<file path="src/scpec_pkg.sv">
// package for the serial configuration power-on and error controller
// assumes a 40 MHz system clock and a slow link clock sampled by it
package scpec_pkg;
   localparam int unsigned CLK_HZ = 40_000_000;
   localparam int unsigned POR_MS = 200;
   localparam int unsigned POR_CYCLES = (POR_MS * (CLK_HZ / 1000));
   localparam int unsigned DONE_WAIT_CLKS = 16;
   localparam int unsigned CLK_DIV = 4;
   localparam int unsigned ERR_HOLD = 1;
   localparam logic IDLE_DATA_HIGH = 1'b1;

   typedef enum logic [2:0] {
      SCPEC_POR, SCPEC_DECIDE, SCPEC_SEND, SCPEC_WAIT_DONE,
      SCPEC_IDLE, SCPEC_SLAVE, SCPEC_ERROR, SCPEC_RECOVER
   } scpec_state_t;

   typedef struct packed {
      logic status_low;
      logic sel_high;
   } scpec_pins_t;
endpackage

</file>
<file path="src/scpec_sync.sv">
// two-flop synchroniser for one bus of pin inputs
// assumes inputs are asynchronous to i_clk_sys
module scpec_sync
   import scpec_pkg::*;
#(
   parameter int unsigned WIDTH = 2
) (
   input wire logic i_clk_sys,
   input wire logic i_rst,
   input wire logic [WIDTH-1:0] i_async,
   output logic [WIDTH-1:0] o_sync
);
   logic [WIDTH-1:0] meta_q;
   always_ff @(posedge i_clk_sys) begin
      if (i_rst) begin
         meta_q <= '1;
         o_sync <= '1;
      end else begin
         meta_q <= i_async;
         o_sync <= meta_q;
      end
   end
endmodule

</file>
<file path="src/scpec_ctrl.sv">
// power-on delay, master/slave choice, error detection and restart for a
// serial configuration memory; assumes status line and chip select pulled up
// Overview of operation
// after reset the block waits a power-on delay of at most 200 ms before sending data.
// throughout that delay the status line is driven low.
// when the delay ends the status line is released to its pull-up.
// chip select high at release puts the block in slave mode, output off, clock an input.
// the target must hold its done line low before the delay ends so the block stays master.
// chip select going high before all data is sent makes the master pull the status line low.
// after the last bit the master waits 16 clock cycles for chip select high, else errors.
// after an error the block restarts by itself only when auto-restart is enabled.
// a low on the status line driven by the target is taken as a reset.
// while the status line is low the address counter clears and data is tri-stated.
// after the status line rises, counter and output run only while chip select is low.
// after all data and chip select high the master idles with clock low, data high or off.
// the master keeps the configuration clock running for slaves until configuration ends; the block stops it at most 16 clock cycles after its last bit.
// as master one bit is output per clock cycle and the counter advances each cycle.
// an error holds the status line low at least one cycle, then waits for it to go high.
module scpec_ctrl
   import scpec_pkg::*;
#(
   parameter int unsigned POR_COUNT = POR_CYCLES,
   parameter int unsigned ADDR_W = 16,
   parameter logic [ADDR_W-1:0] LAST_ADDR = 16'hFFFF
) (
   input wire logic i_clk_sys,
   input wire logic i_rst,
   input wire logic i_status_line,
   input wire logic i_chip_select_n,
   input wire logic i_config_clock,
   input wire logic i_auto_restart,
   input wire logic i_mem_bit,
   output logic o_status_line_oe_n,
   output logic o_status_line,
   output logic o_config_clock,
   output logic o_config_clock_oe_n,
   output logic o_data,
   output logic o_data_oe_n,
   output logic o_cascade_select_out_n,
   output logic [ADDR_W-1:0] o_mem_addr,
   output logic o_slave_mode,
   output logic o_error
);
   localparam logic [1:0] DIV_LAST = 2'(CLK_DIV - 1);
   localparam logic [1:0] DIV_HALF = 2'(CLK_DIV / 2 - 1);
   localparam logic [4:0] DONE_LAST = 5'(DONE_WAIT_CLKS);

   logic [1:0] pins_s;
   scpec_pins_t pins;
   logic link_clk_s;
   logic link_clk_q;
   scpec_state_t state_q;
   logic [31:0] por_cnt_q;
   logic [1:0] div_q;
   logic [4:0] done_cnt_q;
   logic [ADDR_W-1:0] addr_q;
   logic hold_q;
   logic clk_fall;
   logic slave_rise;

   scpec_sync #(.WIDTH(3)) u_sync (
      .i_clk_sys(i_clk_sys),
      .i_rst(i_rst),
      .i_async({i_status_line, i_chip_select_n, i_config_clock}),
      .o_sync({pins_s, link_clk_s})
   );
   assign pins.status_low = ~pins_s[1];
   assign pins.sel_high = pins_s[0];

   // internal oscillator divider; in slave mode the external clock is used
   always_ff @(posedge i_clk_sys) begin
      if (i_rst) begin
         div_q <= 2'h0;
      end else if (state_q == SCPEC_DECIDE) begin
         // start each frame on a whole clock period so no bit goes out unclocked
         div_q <= 2'h0;
      end else begin
         div_q <= (div_q == DIV_LAST) ? 2'h0 : div_q + 2'h1;
      end
   end
   always_ff @(posedge i_clk_sys) begin
      if (i_rst) begin
         // same level as the synchroniser's reset, so no false edge follows reset
         link_clk_q <= 1'b1;
      end else begin
         link_clk_q <= link_clk_s;
      end
   end
   assign clk_fall = (div_q == DIV_LAST);
   assign slave_rise = link_clk_s & ~link_clk_q;

   always_ff @(posedge i_clk_sys) begin
      if (i_rst) begin
         state_q <= SCPEC_POR;
         por_cnt_q <= 32'h0;
         done_cnt_q <= 5'h0;
         hold_q <= 1'b0;
      end else begin
         unique case (state_q)
            SCPEC_POR: begin
               por_cnt_q <= por_cnt_q + 32'h1;
               if (por_cnt_q >= 32'(POR_COUNT - 1)) begin
                  state_q <= SCPEC_DECIDE;
               end
            end
            SCPEC_DECIDE: begin
               // status line just released; chip select decides the role
               if (!pins.status_low) begin
                  state_q <= pins.sel_high ? SCPEC_SLAVE : SCPEC_SEND;
               end
            end
            SCPEC_SEND: begin
               if (pins.status_low) begin
                  state_q <= SCPEC_RECOVER;
               end else if (pins.sel_high) begin
                  state_q <= SCPEC_ERROR;
               end else if (clk_fall && addr_q == LAST_ADDR) begin
                  state_q <= SCPEC_WAIT_DONE;
                  done_cnt_q <= 5'h0;
               end
            end
            SCPEC_WAIT_DONE: begin
               if (pins.status_low) begin
                  state_q <= SCPEC_RECOVER;
               end else if (pins.sel_high) begin
                  state_q <= SCPEC_IDLE;
               end else if (clk_fall) begin
                  done_cnt_q <= done_cnt_q + 5'h1;
                  if (done_cnt_q == DONE_LAST - 5'h1) begin
                     state_q <= SCPEC_ERROR;
                  end
               end
            end
            SCPEC_IDLE: begin
               if (pins.status_low) begin
                  state_q <= SCPEC_RECOVER;
               end
            end
            SCPEC_SLAVE: begin
               if (pins.status_low) begin
                  state_q <= SCPEC_RECOVER;
               end
            end
            SCPEC_ERROR: begin
               hold_q <= 1'b1;
               // leave only once our own low is back through the synchroniser,
               // else the recover state sees a stale high and restarts at once
               if (hold_q && pins.status_low) begin
                  hold_q <= 1'b0;
                  state_q <= SCPEC_RECOVER;
               end
            end
            SCPEC_RECOVER: begin
               // wait for the line to return high, restart only if allowed
               if (!pins.status_low) begin
                  if (o_error && !i_auto_restart) begin
                     state_q <= SCPEC_IDLE;
                  end else begin
                     state_q <= SCPEC_DECIDE;
                  end
               end
            end
         endcase
      end
   end

   always_ff @(posedge i_clk_sys) begin
      if (i_rst) begin
         o_error <= 1'b0;
      end else if (state_q == SCPEC_ERROR) begin
         o_error <= 1'b1;
      end else if (state_q == SCPEC_DECIDE) begin
         o_error <= 1'b0;
      end
   end

   // address counter
   always_ff @(posedge i_clk_sys) begin
      if (i_rst || pins.status_low || state_q == SCPEC_DECIDE) begin
         addr_q <= '0;
      end else if (state_q == SCPEC_SEND && !pins.sel_high && clk_fall) begin
         addr_q <= addr_q + 1'b1; // see
      end else if (state_q == SCPEC_SLAVE && !pins.sel_high && slave_rise) begin
         addr_q <= addr_q + 1'b1;
      end
   end

   always_ff @(posedge i_clk_sys) begin
      if (i_rst) begin
         o_status_line_oe_n <= 1'b0;
         o_status_line <= 1'b0;
         o_config_clock <= 1'b0;
         o_config_clock_oe_n <= 1'b0;
         o_data <= 1'b0;
         o_data_oe_n <= 1'b1;
         o_cascade_select_out_n <= 1'b1;
         o_mem_addr <= '0;
         o_slave_mode <= 1'b0;
      end else begin
         o_status_line <= 1'b0;
         // see
         o_status_line_oe_n <= !(state_q == SCPEC_POR || state_q == SCPEC_ERROR);

         o_config_clock <= (state_q == SCPEC_SEND || state_q == SCPEC_WAIT_DONE)
                           && (div_q > DIV_HALF);
         o_config_clock_oe_n <= (state_q == SCPEC_SLAVE);
         o_data <= (state_q == SCPEC_IDLE) ? IDLE_DATA_HIGH : i_mem_bit;
         o_data_oe_n <= pins.status_low || pins.sel_high ||
                        !(state_q == SCPEC_SEND || state_q == SCPEC_SLAVE ||
                          state_q == SCPEC_IDLE); // see see
         o_cascade_select_out_n <= !(state_q == SCPEC_WAIT_DONE);
         o_mem_addr <= addr_q;
         o_slave_mode <= (state_q == SCPEC_SLAVE);
      end
   end
endmodule

</file>
<file path="config.mk">
export PLATFORM = sky130hd
export DESIGN_NAME = scpec_ctrl
export DESIGN_NICKNAME = d
export VERILOG_FILES = /design/src/scpec_pkg.sv /design/src/scpec_sync.sv /design/src/scpec_ctrl.sv
export SDC_FILE = /design/constraint.sdc
export NUM_CORES = 1
export LEC_CHECK = 0
export ABC_AREA = 1
export BUFFER_PORTS_ARGS = -buffer_cell sky130_fd_sc_hd__buf_4
export CAP_MARGIN = 20
export CORE_MARGIN = 1.5
export CORE_UTILIZATION = 30
export CTS_CLUSTER_SIZE = 8
export DETAILED_ROUTE_END_ITERATION = 7
export PLACE_DENSITY = 0.44
export SLEW_MARGIN = 20
export SYNTH_ARGS = -nofsm -noshare
export SYNTH_HDL_FRONTEND = slang
export SYNTH_SLANG_ARGS = --single-unit
</file>
<file path="constraint.sdc">
create_clock -name i_clk_sys -period 2.1 [get_ports i_clk_sys]
set_clock_uncertainty 0.2 [all_clocks]
set_input_delay 0.42 -clock i_clk_sys [delete_from_list [all_inputs] [get_ports i_clk_sys]]
set_output_delay 0.42 -clock i_clk_sys [all_outputs]
set_load 0.05 [all_outputs]
</file>
Yosys cells after proc, flatten, opt, wreduce, memory -nomap -nowiden
Index checks and enable logic that the tools add are counted.
{"block": "word_totals", "regBits": 89, "latch_bits": 0, "ramBits": 0, "rom_bits": 0, "inputBits": 7, "out_inout_bits": 25, "word_cells": 107, "mem_count": 0}
{"block": "op_classes", "n_addsub": 4, "mul": 0, "div_mod_pow": 0, "n_lt_le_gt_ge": 2, "n_eq_ne": 24, "n_shift": 0, "muxes": 28, "bitwise": 3, "reduce_logical": 29}
{"operator": "$mux 3", "n": 14}
{"operator": "$add 32x1->32 const B", "n": 1}
{"operator": "$ge 32x23->1 const B", "n": 1}
{"operator": "$mux 16", "n": 2}
{"operator": "$mux 5", "n": 6}
{"operator": "$pmux 3 s7", "n": 1}
{"operator": "$add 16x1->16 const B", "n": 1}
{"operator": "$eq 16x16->1 const B", "n": 1}
{"operator": "$ne 2x2->1 const B", "n": 7}
{"operator": "$eq 3x3->1 const B", "n": 4}
{"operator": "$ne 4x4->1 const B", "n": 3}
{"operator": "$pmux 5 s2", "n": 1}
{"operator": "$logic_and 1x1->1", "n": 8}
{"operator": "$logic_or 1x1->1", "n": 8}
{"operator": "$ne 2x1->1 const B", "n": 4}
{"operator": "$reduce_and 8->1", "n": 1}
{"operator": "$reduce_and 7->1", "n": 1}
{"operator": "$eq 3x2->1 const B", "n": 2}
{"operator": "$reduce_bool 2->1", "n": 3}
{"operator": "$add 5x1->5 const B", "n": 1}
{"operator": "$eq 5x4->1 const B", "n": 1}
{"operator": "$logic_not 1->1", "n": 5}
{"operator": "$mux 1", "n": 4}
{"operator": "$eq 3x1->1 const B", "n": 1}
{"operator": "other kinds (8)", "n": 9}

Depth between registers and ports, before layout
Gate-level depths: netlist of run 1.
{"block": "depth", "depth_word": 6, "ltp_mapped": 13, "depth_no_buf": 12}

Modules after synthesis
Synthesis of run 1 repeated with hierarchy kept, for this count alone.
{"block": "hier_totals", "hier_cells": 621, "hier_area_um2": 4275.4}
{"module": "scpec_ctrl", "n_inst": 1, "cells_per_inst": 602, "area_each_um2": 4106.4, "seq_area_each_um2": 1661.6}
{"module": "scpec_sync", "n_inst": 1, "cells_per_inst": 19, "area_each_um2": 168.9, "seq_area_each_um2": 120.1}

Least setup slack after synthesis of run 1
No wires, ideal clock.
{"block": "synth_timing", "path_kind": "flip-flop to flip-flop", "startpoint": "reg addr_q[0]", "endpoint": "reg state_q[2]", "setup_time_ns": 0.064, "t_arrival_ns": 1.500, "required_ns": 1.836, "slack_ns": 0.337, "path_stages_with_launch": 12, "n_path_buf": 0, "period_less_slack_ns": 1.763, "path_cell_list": "dfxtp_1 ha_1 nand3_1 nor2_1 nand2_1 o21ai_1 nand2_1 nand2_1 nand3_2 nand2_1 inv_1 nor2_1"}
{"block": "synth_via", "elab_chain_len": 4}
{"item": "from (decl)", "line": "scpec_ctrl.sv:56", "source": "logic [ADDR_W-1:0] addr_q;"}
{"item": "from (signal assigned)", "line": "scpec_ctrl.sv:182", "source": "addr_q <= addr_q + 1'b1;"}
{"item": "from (signal assigned)", "line": "scpec_ctrl.sv:184", "source": "addr_q <= addr_q + 1'b1;"}
{"item": "$eq 16x16->1", "line": "scpec_ctrl.sv:117", "source": "end else if (clk_fall && addr_q == LAST_ADDR) begin"}
{"item": "$logic_and 1x1->1", "line": "scpec_ctrl.sv:117"}
{"item": "$ne 4x4->1 (no source line)"}
{"item": "$reduce_and 8->1 (no source line)"}
{"item": "to (signal assigned)", "line": "scpec_ctrl.sv:109", "source": "state_q <= pins.sel_high ? SCPEC_SLAVE : SCPEC_SEND;"}
{"item": "to (decl)", "line": "scpec_ctrl.sv:52", "source": "scpec_state_t state_q;"}
Every way passes these cells.
A chain may end at the register's enable or synchronous reset.

Worst setup path in the final report of run 1
{"block": "layout_timing", "startpoint": "reg state_q[0]", "endpoint": "reg addr_q[9]"}
{"block": "layout_via", "elab_chain_len": 4, "elab_cells_between_ends": 10, "cone_classes": "eq/ne (3); mux (1); reduce/logical (6)"}
{"item": "$eq 3x2->1 or $eq 3x3->1 (tied branches)", "line": "scpec_ctrl.sv:181, scpec_ctrl.sv:183"}
{"item": "$logic_and 1x1->1, on equally long branches (2 in series)", "line": "scpec_ctrl.sv:181, scpec_ctrl.sv:183"}
{"item": "$mux 16 or $reduce_bool 2->1 (tied branches)"}
Parallel ways exist; a longest one is shown, timed or not.

==> run_results.csv, run 1 <==
group,metric,value,unit
status,status,"finished, final reports clean",
clocking,numCtsBuffers,9,
hold_path,whs_path_depth,2,
power,p_switching,1.37,mW
cells_and_area,nFillCells,1606,
power,power.density,834,mW/mm2
timing,finalHoldViolCount,0,
detailed_routing,finalWirelength,10900,um
floorplan,rows,44,
clocking,clockBufferDepth,2,
timing,min_period,1.90,ns
power,seqPwrFrac,42.6,%
global_routing,grt_pass1_wl,18400,um
global_routing,grt_max_degree,44,
synth,synth_cell_types,40,
global_routing,overflow,0,
cells_and_area,syn2layout_area_growth,18.0,%
detailed_routing,first_pass_iters,4,
detailed_routing,drc_errors,0,
setup_path,r2r_cells,8,
detailed_routing,routedWlPerCell,12.4,um
setup_path,slowest_stage,"dfxtp_1",
cells_and_area,mostFrequentLayoutCells,"nand2_1 (160), nor2_1 (93), dfxtp_1 (88), inv_1 (71), a21oi_1 (43)",
setup_path,crit_type,"reg -> reg",
detailed_routing,detail-route-antenna-nets,0,
synth,avgSynthCellArea,6.86,um2
cells_and_area,final_util,36.1,%
timing,hold_ws,0.0498,ns
global_routing,antenna_found_initial,0,
power,p_sw_share,31.4,%
cells_and_area,final_nets,700,
clocking,htreeDepth,3,
cells_and_area,final_area,0.00523,mm2
synth,yosys.area.top_type,"dfxtp_1",
synth,syn_area,0.00443,mm2
setup_path,end_kind,"flip-flop",
power,ir_drop,492,uV
power,intPower,2.99,mW
floorplan,die_w,125,um
detailed_routing,drtIter0Drc,174,
synth,ys_seq_area_share,40.2,%
setup_path,required,2.15,ns
synth,synth_top_area_share,40.2,%
setup_path,cpPeakStageDelay,0.51,ns
placement,place.gp.congestion,0.882,
timing,fin_tns_setup,0,ns
clocking,clock-sinks,89,
placement,dpl_cell_area,0.00492,mm2
setup_path,path_cells,"nand3_1, nand3b_4, nand2_4, inv_6, nor2_8, nand3b_2, o21ai_1, nor2_1",
setup_path,arrival,1.96,ns
global_routing,grt_util_all_layers,14.7,%
hold_path,min_path_type,"in -> reg",
setup_path,startpoint_type,"flip-flop",
clocking,clk_pin_slew_worst_paths,0.07,ns
floorplan,core,0.0145,mm2
timing,slew_violations,0,
clocking,clkLatencyLatePin,0.35,ns
clocking,post_cts_buffers,0,
synth,syn_nets,659,
cells_and_area,final_common_cell,"nand2_1",
global_routing,grt_pass1_vias,3878,
timing,finalCritPeriodShare,90.6,%
cells_and_area,n_antenna_cell,0,
synth,synthTopCellsByArea,"dfxtp_1 (40%), nand2_1 (14%), nor2_1 (7.9%)",
timing,fmax,525,MHz
power,combPwrFrac,19.7,%
detailed_routing,vias,4055,
placement,dp_hpwl,8230,um
clocking,cts_tree,"built",
clocking,root_buffer,"clkbuf_16",
floorplan,ioPinCount,32,
synth,synth_seq_cells,89,
placement,io_buffers,30,
power,pwr-share-clk,37.6,%
setup_path,path_max_fanout,10,
floorplan,start_util,30.6,%
cells_and_area,drive_gt1_share,14.9,%
run,drv_cap,0,
detailed_routing,viasPerCell,4.63,
clocking,hold_buffers,0,
timing,setup_violations,0,
synth,synthCells,646,
clocking,cts_resized,0,
synth,ys_warn_count,0,
floorplan,die-area,0.0155,mm2
timing,rsz0062_at_grt,"no",
floorplan,die_y,125,um
power,power,4.36,mW
power,p_leak,2.10,nW
-- power by group through the flow --
stage | Clock (mW) | Combinational [mW] | Sequential (mW)
floorplan | 0 | 0.601 | 1.93
global placement | 0 | 0.860 | 1.89
detailed placement | 0 | 0.862 | 1.89
CTS | 1.70 | 0.867 | 1.85
global route | 1.75 | 0.981 | 1.87
finish | 1.64 | 0.861 | 1.86
-- per-layer routing --
metal | GRT usage [%] | part of all wire, % | up-vias
li1 | - | - | 2138
met1 | 18.3 | 48 | 1845
met2 | 24.8 | 47 | 58
met3 | 3.35 | 3.0 | 14
met4 | 5.27 | 2.0 | 0
met5 | 0 | 0 | -
-- cells by family (layout without fill, tap and decap cells) --
kind of cell / Yosys count / count (layout) / synth area share (%)
XOR/XNOR: 13 / 13 / 2.57
flip-flops: 89 / 89 / 40.2
AND/OR/NAND/NOR: 355 / 355 / 36.9
other: 1 / 1 / 0.0846
buffers and inverters: 98 / 143 / 8.78
adder cells (fa/ha/maj): 6 / 6 / 1.69
AO/OA/AOI/OAI: 84 / 84 / 9.79
-- flip-flops by register name (all words and copies together), names as in the netlist --
register                flops
addr_q                     16
div_q                       2
u_sync.o_sync               3
o_cascade_select_out_n      1
o_mem_addr                 16
state_q                     3
o_error                     1
u_sync.meta_q               3
por_cnt_q                  32
o_slave_mode                1
link_clk_q                  1
hold_q                      1
o_data                      1
o_status_line_oe_n          1
done_cnt_q                  5
o_data_oe_n                 1
o_config_clock              1
-- synthesized netlist by cell type, drive strengths merged --
cell and count:
a21oi 43, a22oi 1, a31oi 1, buf 4
clkbuf 8, clkinv 2, conb 1, dfxtp 89
ha 6, inv 84, nand2 166, nand3 28
nand3b 8, nand4 16, nor2 104, nor3 22
nor3b 1, nor4 2, o211ai 2, o21a 1
o21ai 34, o22ai 2, or2 8, xnor2 2
xor2 11
-- worst max-delay path, delay by kind of cell (launching register included) --
kind | cells | cell delay (ns)
simple gates | 6 | 0.86
compound gates | 1 | 0.14
buf+inv | 1 | 0.10
flops | 1 | 0.51
-- stage by stage --
step                      instances  setup WS (ns)
after CTS                       875          0.144
after global routing            875        0.00975
final                           875          0.197
after detailed placement        860          0.163
after global placement          860          0.149
after floorplan                 646          0.337
-- layout make-up --
type	count	area, um2	share of cell area (%)
Tap cell	184	230	4.40
Clock inverter	4	53.8	1.03
Timing Repair Buffer	42	315	6.03
Multi-Input combinational cell	459	2280	43.5
Inverter	86	328	6.27
Sequential cell	89	1780	34.1
Clock buffer	11	243	4.64
-- path summary, 6_finish.rpt --
check                        start          endpoint  slack, ns
setup reg to reg        state_q[0]         addr_q[9]       0.20
setup / recovery        state_q[0]         addr_q[9]       0.20
hold reg to reg   u_sync.meta_q[2]  u_sync.o_sync[2]       0.21
hold / removal     i_chip_select_n  u_sync.meta_q[1]       0.05
Power figures use the tool's default switching activity.
==> inputs of run 2 (changes only) <==
CAP_MARGIN = 40   (was 20)
CORE_UTILIZATION = 25   (was 30)
PLACE_DENSITY = 0.4   (was 0.44)
clock period = 1.7 ns   (was 2.1 ns; I/O delays follow)
==> run 2 against run 1 <==
- register-to-register slack got worse by 0.18 ns
- critical path depth increased by 2
- die area increased by 19%
- cell count increased by 16%
- combinational power increased by 84%
- largest power group unchanged
==> run_results.csv, run 2 (synthesis results as in run 1) <==
group,metric,value,unit
clocking,clkLatencyLatePin,0.35,ns
floorplan,rows,48,
detailed_routing,vias,4424,
cells_and_area,drive_gt1_share,40.8,%
clocking,cts_tree,"built",
timing,min_period,1.68,ns
setup_path,crit_family,"simple AND/OR/NAND/NOR gates",
clocking,clockBufferDepth,2,
cells_and_area,multi_input_area,0.00266,mm2
power,power.density,901,mW/mm2
floorplan,die_y,136,um
timing,rsz0062_at_grt,"yes",
cells_and_area,final_area,0.00649,mm2
setup_path,arrival,1.76,ns
cells_and_area,nFillCells,1884,
hold_path,whs_path_depth,3,
detailed_routing,drtIter0Drc,189,
hold_path,hold_path_end,"o_data",
setup_path,rr_endpoint,"state_q[1]",
cells_and_area,final_nets,798,
cells_and_area,fin_cells,1015,
setup_path,r2r_cells,10,
placement,dp_hpwl,9650,um
detailed_routing,drc_errors,0,
cells_and_area,n_antenna_cell,0,
setup_path,path_max_fanout,4,
timing,finalHoldViolCount,0,
clocking,clk_pin_slew_worst_paths,0.07,ns
cells_and_area,reg_top3,"por_cnt_q (32), addr_q (16), o_mem_addr (16)",
clocking,htreeDepth,3,
floorplan,die-area,0.0185,mm2
cells_and_area,final_util,37.5,%
detailed_routing,detail-route-antenna-nets,0,
global_routing,antenna_found_initial,0,
setup_path,path_cells,"ha_4, nand2_2, nor2_2, ha_2, or2_0, nand2_1, nand2_2, nand4_1, nand2_1, nor2_1",
setup_path,crit_type,"reg -> reg",
timing,fin_ws,0.0176,ns
power,ir_drop,480,uV
cells_and_area,largest_reg_flops,32,
placement,dpl_cell_area,0.00562,mm2
power,power,5.84,mW
hold_path,min_path_type,"in -> reg",
global_routing,grt_util_all_layers,14.5,%
cells_and_area,syn2layout_area_growth,46.4,%
floorplan,core,0.0173,mm2
timing,slew_violations,0,
detailed_routing,viasPerCell,4.36,
global_routing,overflow,0,
timing,fin_tns_setup,0,ns
detailed_routing,finalWirelength,12700,um
clocking,root_buffer,"clkbuf_16",
setup_path,timing.rr.start,"done_cnt_q[1]",
clocking,numCtsBuffers,9,
placement,dp_slack,-0.106,ns
cells_and_area,mostFrequentLayoutCells,"nand2_1 (137), buf_4 (133), nor2_1 (68), inv_1 (63), dfxtp_1 (55)",
global_routing,grt_pass1_vias,4413,
timing,setup_violations,0,
floorplan,die_w,136,um
floorplan,start_util,25.6,%
run,drv_cap,0,
setup_path,cpPeakStageDelay,0.36,ns
floorplan,ioPinCount,32,
timing,fmax,594,MHz
global_routing,grt_max_degree,29,
clocking,clock-sinks,89,
detailed_routing,routedWlPerCell,12.5,um
timing,hold_ws,0.0329,ns
setup_path,required,1.78,ns
setup_path,critical_path_buf_inv_count,0,
setup_path,slowest_stage,"dfxtp_4",
cells_and_area,seqCellArea,0.00184,mm2
global_routing,grt_pass1_wl,21000,um
cells_and_area,top_register,"por_cnt_q",
setup_path,rrSetupSlack,0.02,ns
status,status,"finished, final reports clean",
placement,post-place-cells,986,
setup_path,end_kind,"flip-flop",
power,p_leak,2.72,nW
setup_path,startpoint_type,"flip-flop",
detailed_routing,first_pass_iters,7,
placement,io_buffers,30,
cells_and_area,final_common_cell,"nand2_1",
placement,place.gp.congestion,0.844,
hold_path,min_from,"i_mem_bit",
timing,finalCritPeriodShare,99.0,%
==> run 2: changes by cell type in the layout (fill, tap and decap cells not counted), moves of 13 or more <==
cell	previous run	this run
buf_4	42	133
dfxtp_1	88	55
dfxtp_2	1	28
nor2_1	93	68
nand2_1	160	137
nand2_2	4	22
nor2_2	5	20
nor3_1	19	6
==> run 2: how the worst max path moves through the flow <==
stage,start,endpoint,cells past startpoint
final,done_cnt_q[1],state_q[1],10
after global routing,por_cnt_q[17],state_q[0],10
after CTS,done_cnt_q[0],state_q[1],11
after detailed placement,state_q[0],state_q[1],10
after global placement,state_q[0],state_q[2],10
after floorplan,addr_q[0],state_q[2],11
==> run 2: area by class of cell <==
type	instances	share of cell area, %
multi-input combinational	459	41.1
tap	225	4.34
sequential	89	28.3
clock buffer	9	3.47
clock inverter	7	0.906
timing repair buffer	140	16.7
inverter	86	5.21
==> run 2: what timing repair did <==
action / CTS / global route
gates resized for setup: 25 / 137
setup endpoints to repair: 34 / 47
hold buffers: 3 / 0
endpoints found under the hold margin: 3 / 0
pin swaps: 2 / 45
setup buffers: 0 / 10
==> run 2: metal layers <==
layer  up-vias  share of wire, %  GRT usage, %  wire, um
li1       2342                 -             -         -
met1      2030                45          17.0      5790
met2        37                50          25.9      6400
met3        15               2.2          3.09       285
met4         0               1.9          5.26       247
met5         -                 0             0         0
==> run 2: report_power, final <==
| group | switching (mW) | internal [mW] | total (mW) | leakage [nW] |
|---|---|---|---|---|
| Combinational | 0.899 | 0.683 | 1.58 | 1.84 |
| Clock | 0.942 | 1.02 | 1.97 | 0.144 |
| Sequential | 0.0992 | 2.20 | 2.30 | 0.739 |
| Total | 1.94 | 3.90 | 5.84 | 2.72 |
==> run 2: worst register-to-register path, cell delays in order, from the launching register on <==
cell and delay, ns:
dfxtp_4 0.36, ha_4 0.16, nand2_2 0.07, nor2_2 0.04, ha_2 0.15, or2_0 0.19
nand2_1 0.08, nand2_2 0.09, nand4_1 0.09, nand2_1 0.06, nor2_1 0.12
==> inputs of run 3 (changes only) <==
PLACE_DENSITY = not set   (was 0.4)
==> run 3 against run 2 <==
- the run now ends with setup timing left
- wire length fell by 7.1%
- first-iteration DRC count fell by 4.2%
- clock power grew 12%
- die area unchanged
- via count decreased by 1.5%
- core utilization is 1.6 points lower
- combinational power fell by 11%
==> run_results.csv, run 3 (synthesis results as in run 1) <==
group,metric,value,unit
status,status,"complete, but fails checks",
status,violations,"setup timing",
clocking,htreeDepth,3,
setup_path,r2r_cells,10,
placement,io_buffers,30,
global_routing,overflow,0,
clocking,root_buffer,"clkbuf_16",
timing,finalHoldViolCount,0,
placement,place.gp.congestion,0.842,
setup_path,timing.rr.start,"state_q[0]",
global_routing,grt_pass1_vias,4131,
setup_path,arrival,1.75,ns
setup_path,required,1.75,ns
setup_path,startpoint_type,"flip-flop",
global_routing,grt_pass1_wl,19200,um
timing,setup_violations,1,
clocking,clock-sinks,89,
run,drv_cap,0,
cells_and_area,final_nets,782,
floorplan,start_util,25.6,%
detailed_routing,finalWirelength,11800,um
cells_and_area,top_register,"por_cnt_q",
placement,dp_slack,-0.0608,ns
detailed_routing,drc_errors,0,
cells_and_area,fin_cells,999,
timing,finalCritPeriodShare,100,%
detailed_routing,routedWlPerCell,11.8,um
floorplan,ioPinCount,32,
global_routing,grt_max_degree,44,
floorplan,core,0.0173,mm2
clocking,clockBufferDepth,2,
detailed_routing,drtIter0Drc,181,
cells_and_area,drive_gt1_share,32.8,%
hold_path,hold_path_end,"o_data",
detailed_routing,detail-route-antenna-nets,0,
cells_and_area,final_common_cell,"nand2_1",
floorplan,rows,48,
power,ir_drop,537,uV
clocking,clk_pin_slew_worst_paths,0.07,ns
detailed_routing,viasPerCell,4.36,
timing,min_period,1.70,ns
timing,fmax,588,MHz
detailed_routing,vias,4356,
cells_and_area,reg_top3,"por_cnt_q (32), addr_q (16), o_mem_addr (16)",
floorplan,die_w,136,um
timing,slew_violations,0,
power,p_leak,2.61,nW
cells_and_area,mostFrequentLayoutCells,"nand2_1 (149), buf_4 (118), nor2_1 (81), inv_1 (67), dfxtp_1 (62)",
setup_path,rrSetupSlack,-0.001,ns
global_routing,antenna_found_initial,0,
hold_path,whs_path_depth,3,
floorplan,die-area,0.0185,mm2
cells_and_area,n_antenna_cell,0,
setup_path,path_max_fanout,6,
cells_and_area,final_util,35.9,%
hold_path,min_from,"i_mem_bit",
setup_path,end_kind,"flip-flop",
cells_and_area,syn2layout_area_growth,40.2,%
clocking,clkLatencyLatePin,0.35,ns
setup_path,crit_type,"reg -> reg",
clocking,numCtsBuffers,9,
timing,rsz0062_at_grt,"yes",
hold_path,min_path_type,"in -> reg",
floorplan,die_y,136,um
setup_path,rr_endpoint,"por_cnt_q[23]",
clocking,cts_tree,"built",
cells_and_area,largest_reg_flops,32,
power,power.density,951,mW/mm2
placement,dp_hpwl,8470,um
detailed_routing,first_pass_iters,6,
timing,fin_ws,-0.00141,ns
power,power,5.91,mW
global_routing,grt_util_all_layers,13.1,%
placement,post-place-cells,967,
[run 3: cell count changes in the layout (fill, tap and decap cells not counted), sizes merged]
| cell | before | now |
|---|---|---|
| buf | 137 | 121 |
| bufinv | 0 | 2 |
| clkbuf | 9 | 10 |
| clkinv | 4 | 2 |
| clkinvlp | 0 | 1 |
| inv | 89 | 87 |
[run 3: cell type report]
class | instances | area (um2)
Fill cell | 1834 | 11100
Multi-Input combinational cell | 459 | 2490
Sequential cell | 89 | 1830
Timing Repair Buffer | 124 | 958
Inverter | 86 | 333
Tap cell | 225 | 282
Clock buffer | 10 | 229
Clock inverter | 6 | 96.3
[run 3: layer usage]
layer	up-vias	global-route usage [%]	routed length (um)
met3	16	3.02	352
met2	71	22.5	5890
met4	0	4.85	238
met5	-	0	0
met1	1970	15.8	5350
li1	2299	-	-
[run 3: worst max-delay path: stages (launching register included)]
cell and delay [ns]:
dfxtp_4 0.37, nor2_4 0.14, nand2_4 0.09, nor2_4 0.14
nand3_2 0.10, inv_2 0.09, nand2_4 0.06, nor2_4 0.15
nand2_1 0.09, o21ai_1 0.12, nor2_1 0.04
[run 3: worst max-delay path by stage]
stage | to | slack (ns) | depth (start not counted) | from
6_report | por_cnt_q[23] | -0.001 | 10 | state_q[0]
5_1_grt | state_q[2] | -0.1 | 12 | por_cnt_q[4]
4_1_cts | state_q[1] | 0.008 | 11 | addr_q[0]
3_5_place_dp | done_cnt_q[3] | -0.06 | 11 | state_q[1]
3_3_place_gp | state_q[2] | -0.03 | 10 | state_q[1]
2_1_floorplan | state_q[2] | 0.02 | 11 | addr_q[0]
[run 3: timing repair]
action,4_1_cts,5_1_grt
pin swaps,4,30
endpoints found under the setup margin,17,44
gates resized for setup,13,87
hold endpoints to repair,3,0
hold buffers,3,0
setup buffers,4,9
gates cloned,0,0
[run 3: power breakdown]
| group | switching [mW] | internal (mW) | total [mW] | leakage (nW) |
|---|---|---|---|---|
| Clock | 0.892 | 1.31 | 2.20 | 0.156 |
| Sequential | 0.0974 | 2.20 | 2.30 | 0.735 |
| Combinational | 0.854 | 0.558 | 1.41 | 1.72 |
[run 3: through the flow]
| step | hold slack, ns | TNS (ns) | area [um2] |
|---|---|---|---|
| floorplan | 0.189 | 0 | 4440 |
| global placement | 0.195 | -0.187 | 5480 |
| detailed placement | 0.193 | -0.281 | 5480 |
| CTS | 0.0273 | 0 | 5900 |
| global route | 0.0354 | -1.31 | 6210 |
| finish | 0.0423 | -0.00141 | 6210 |
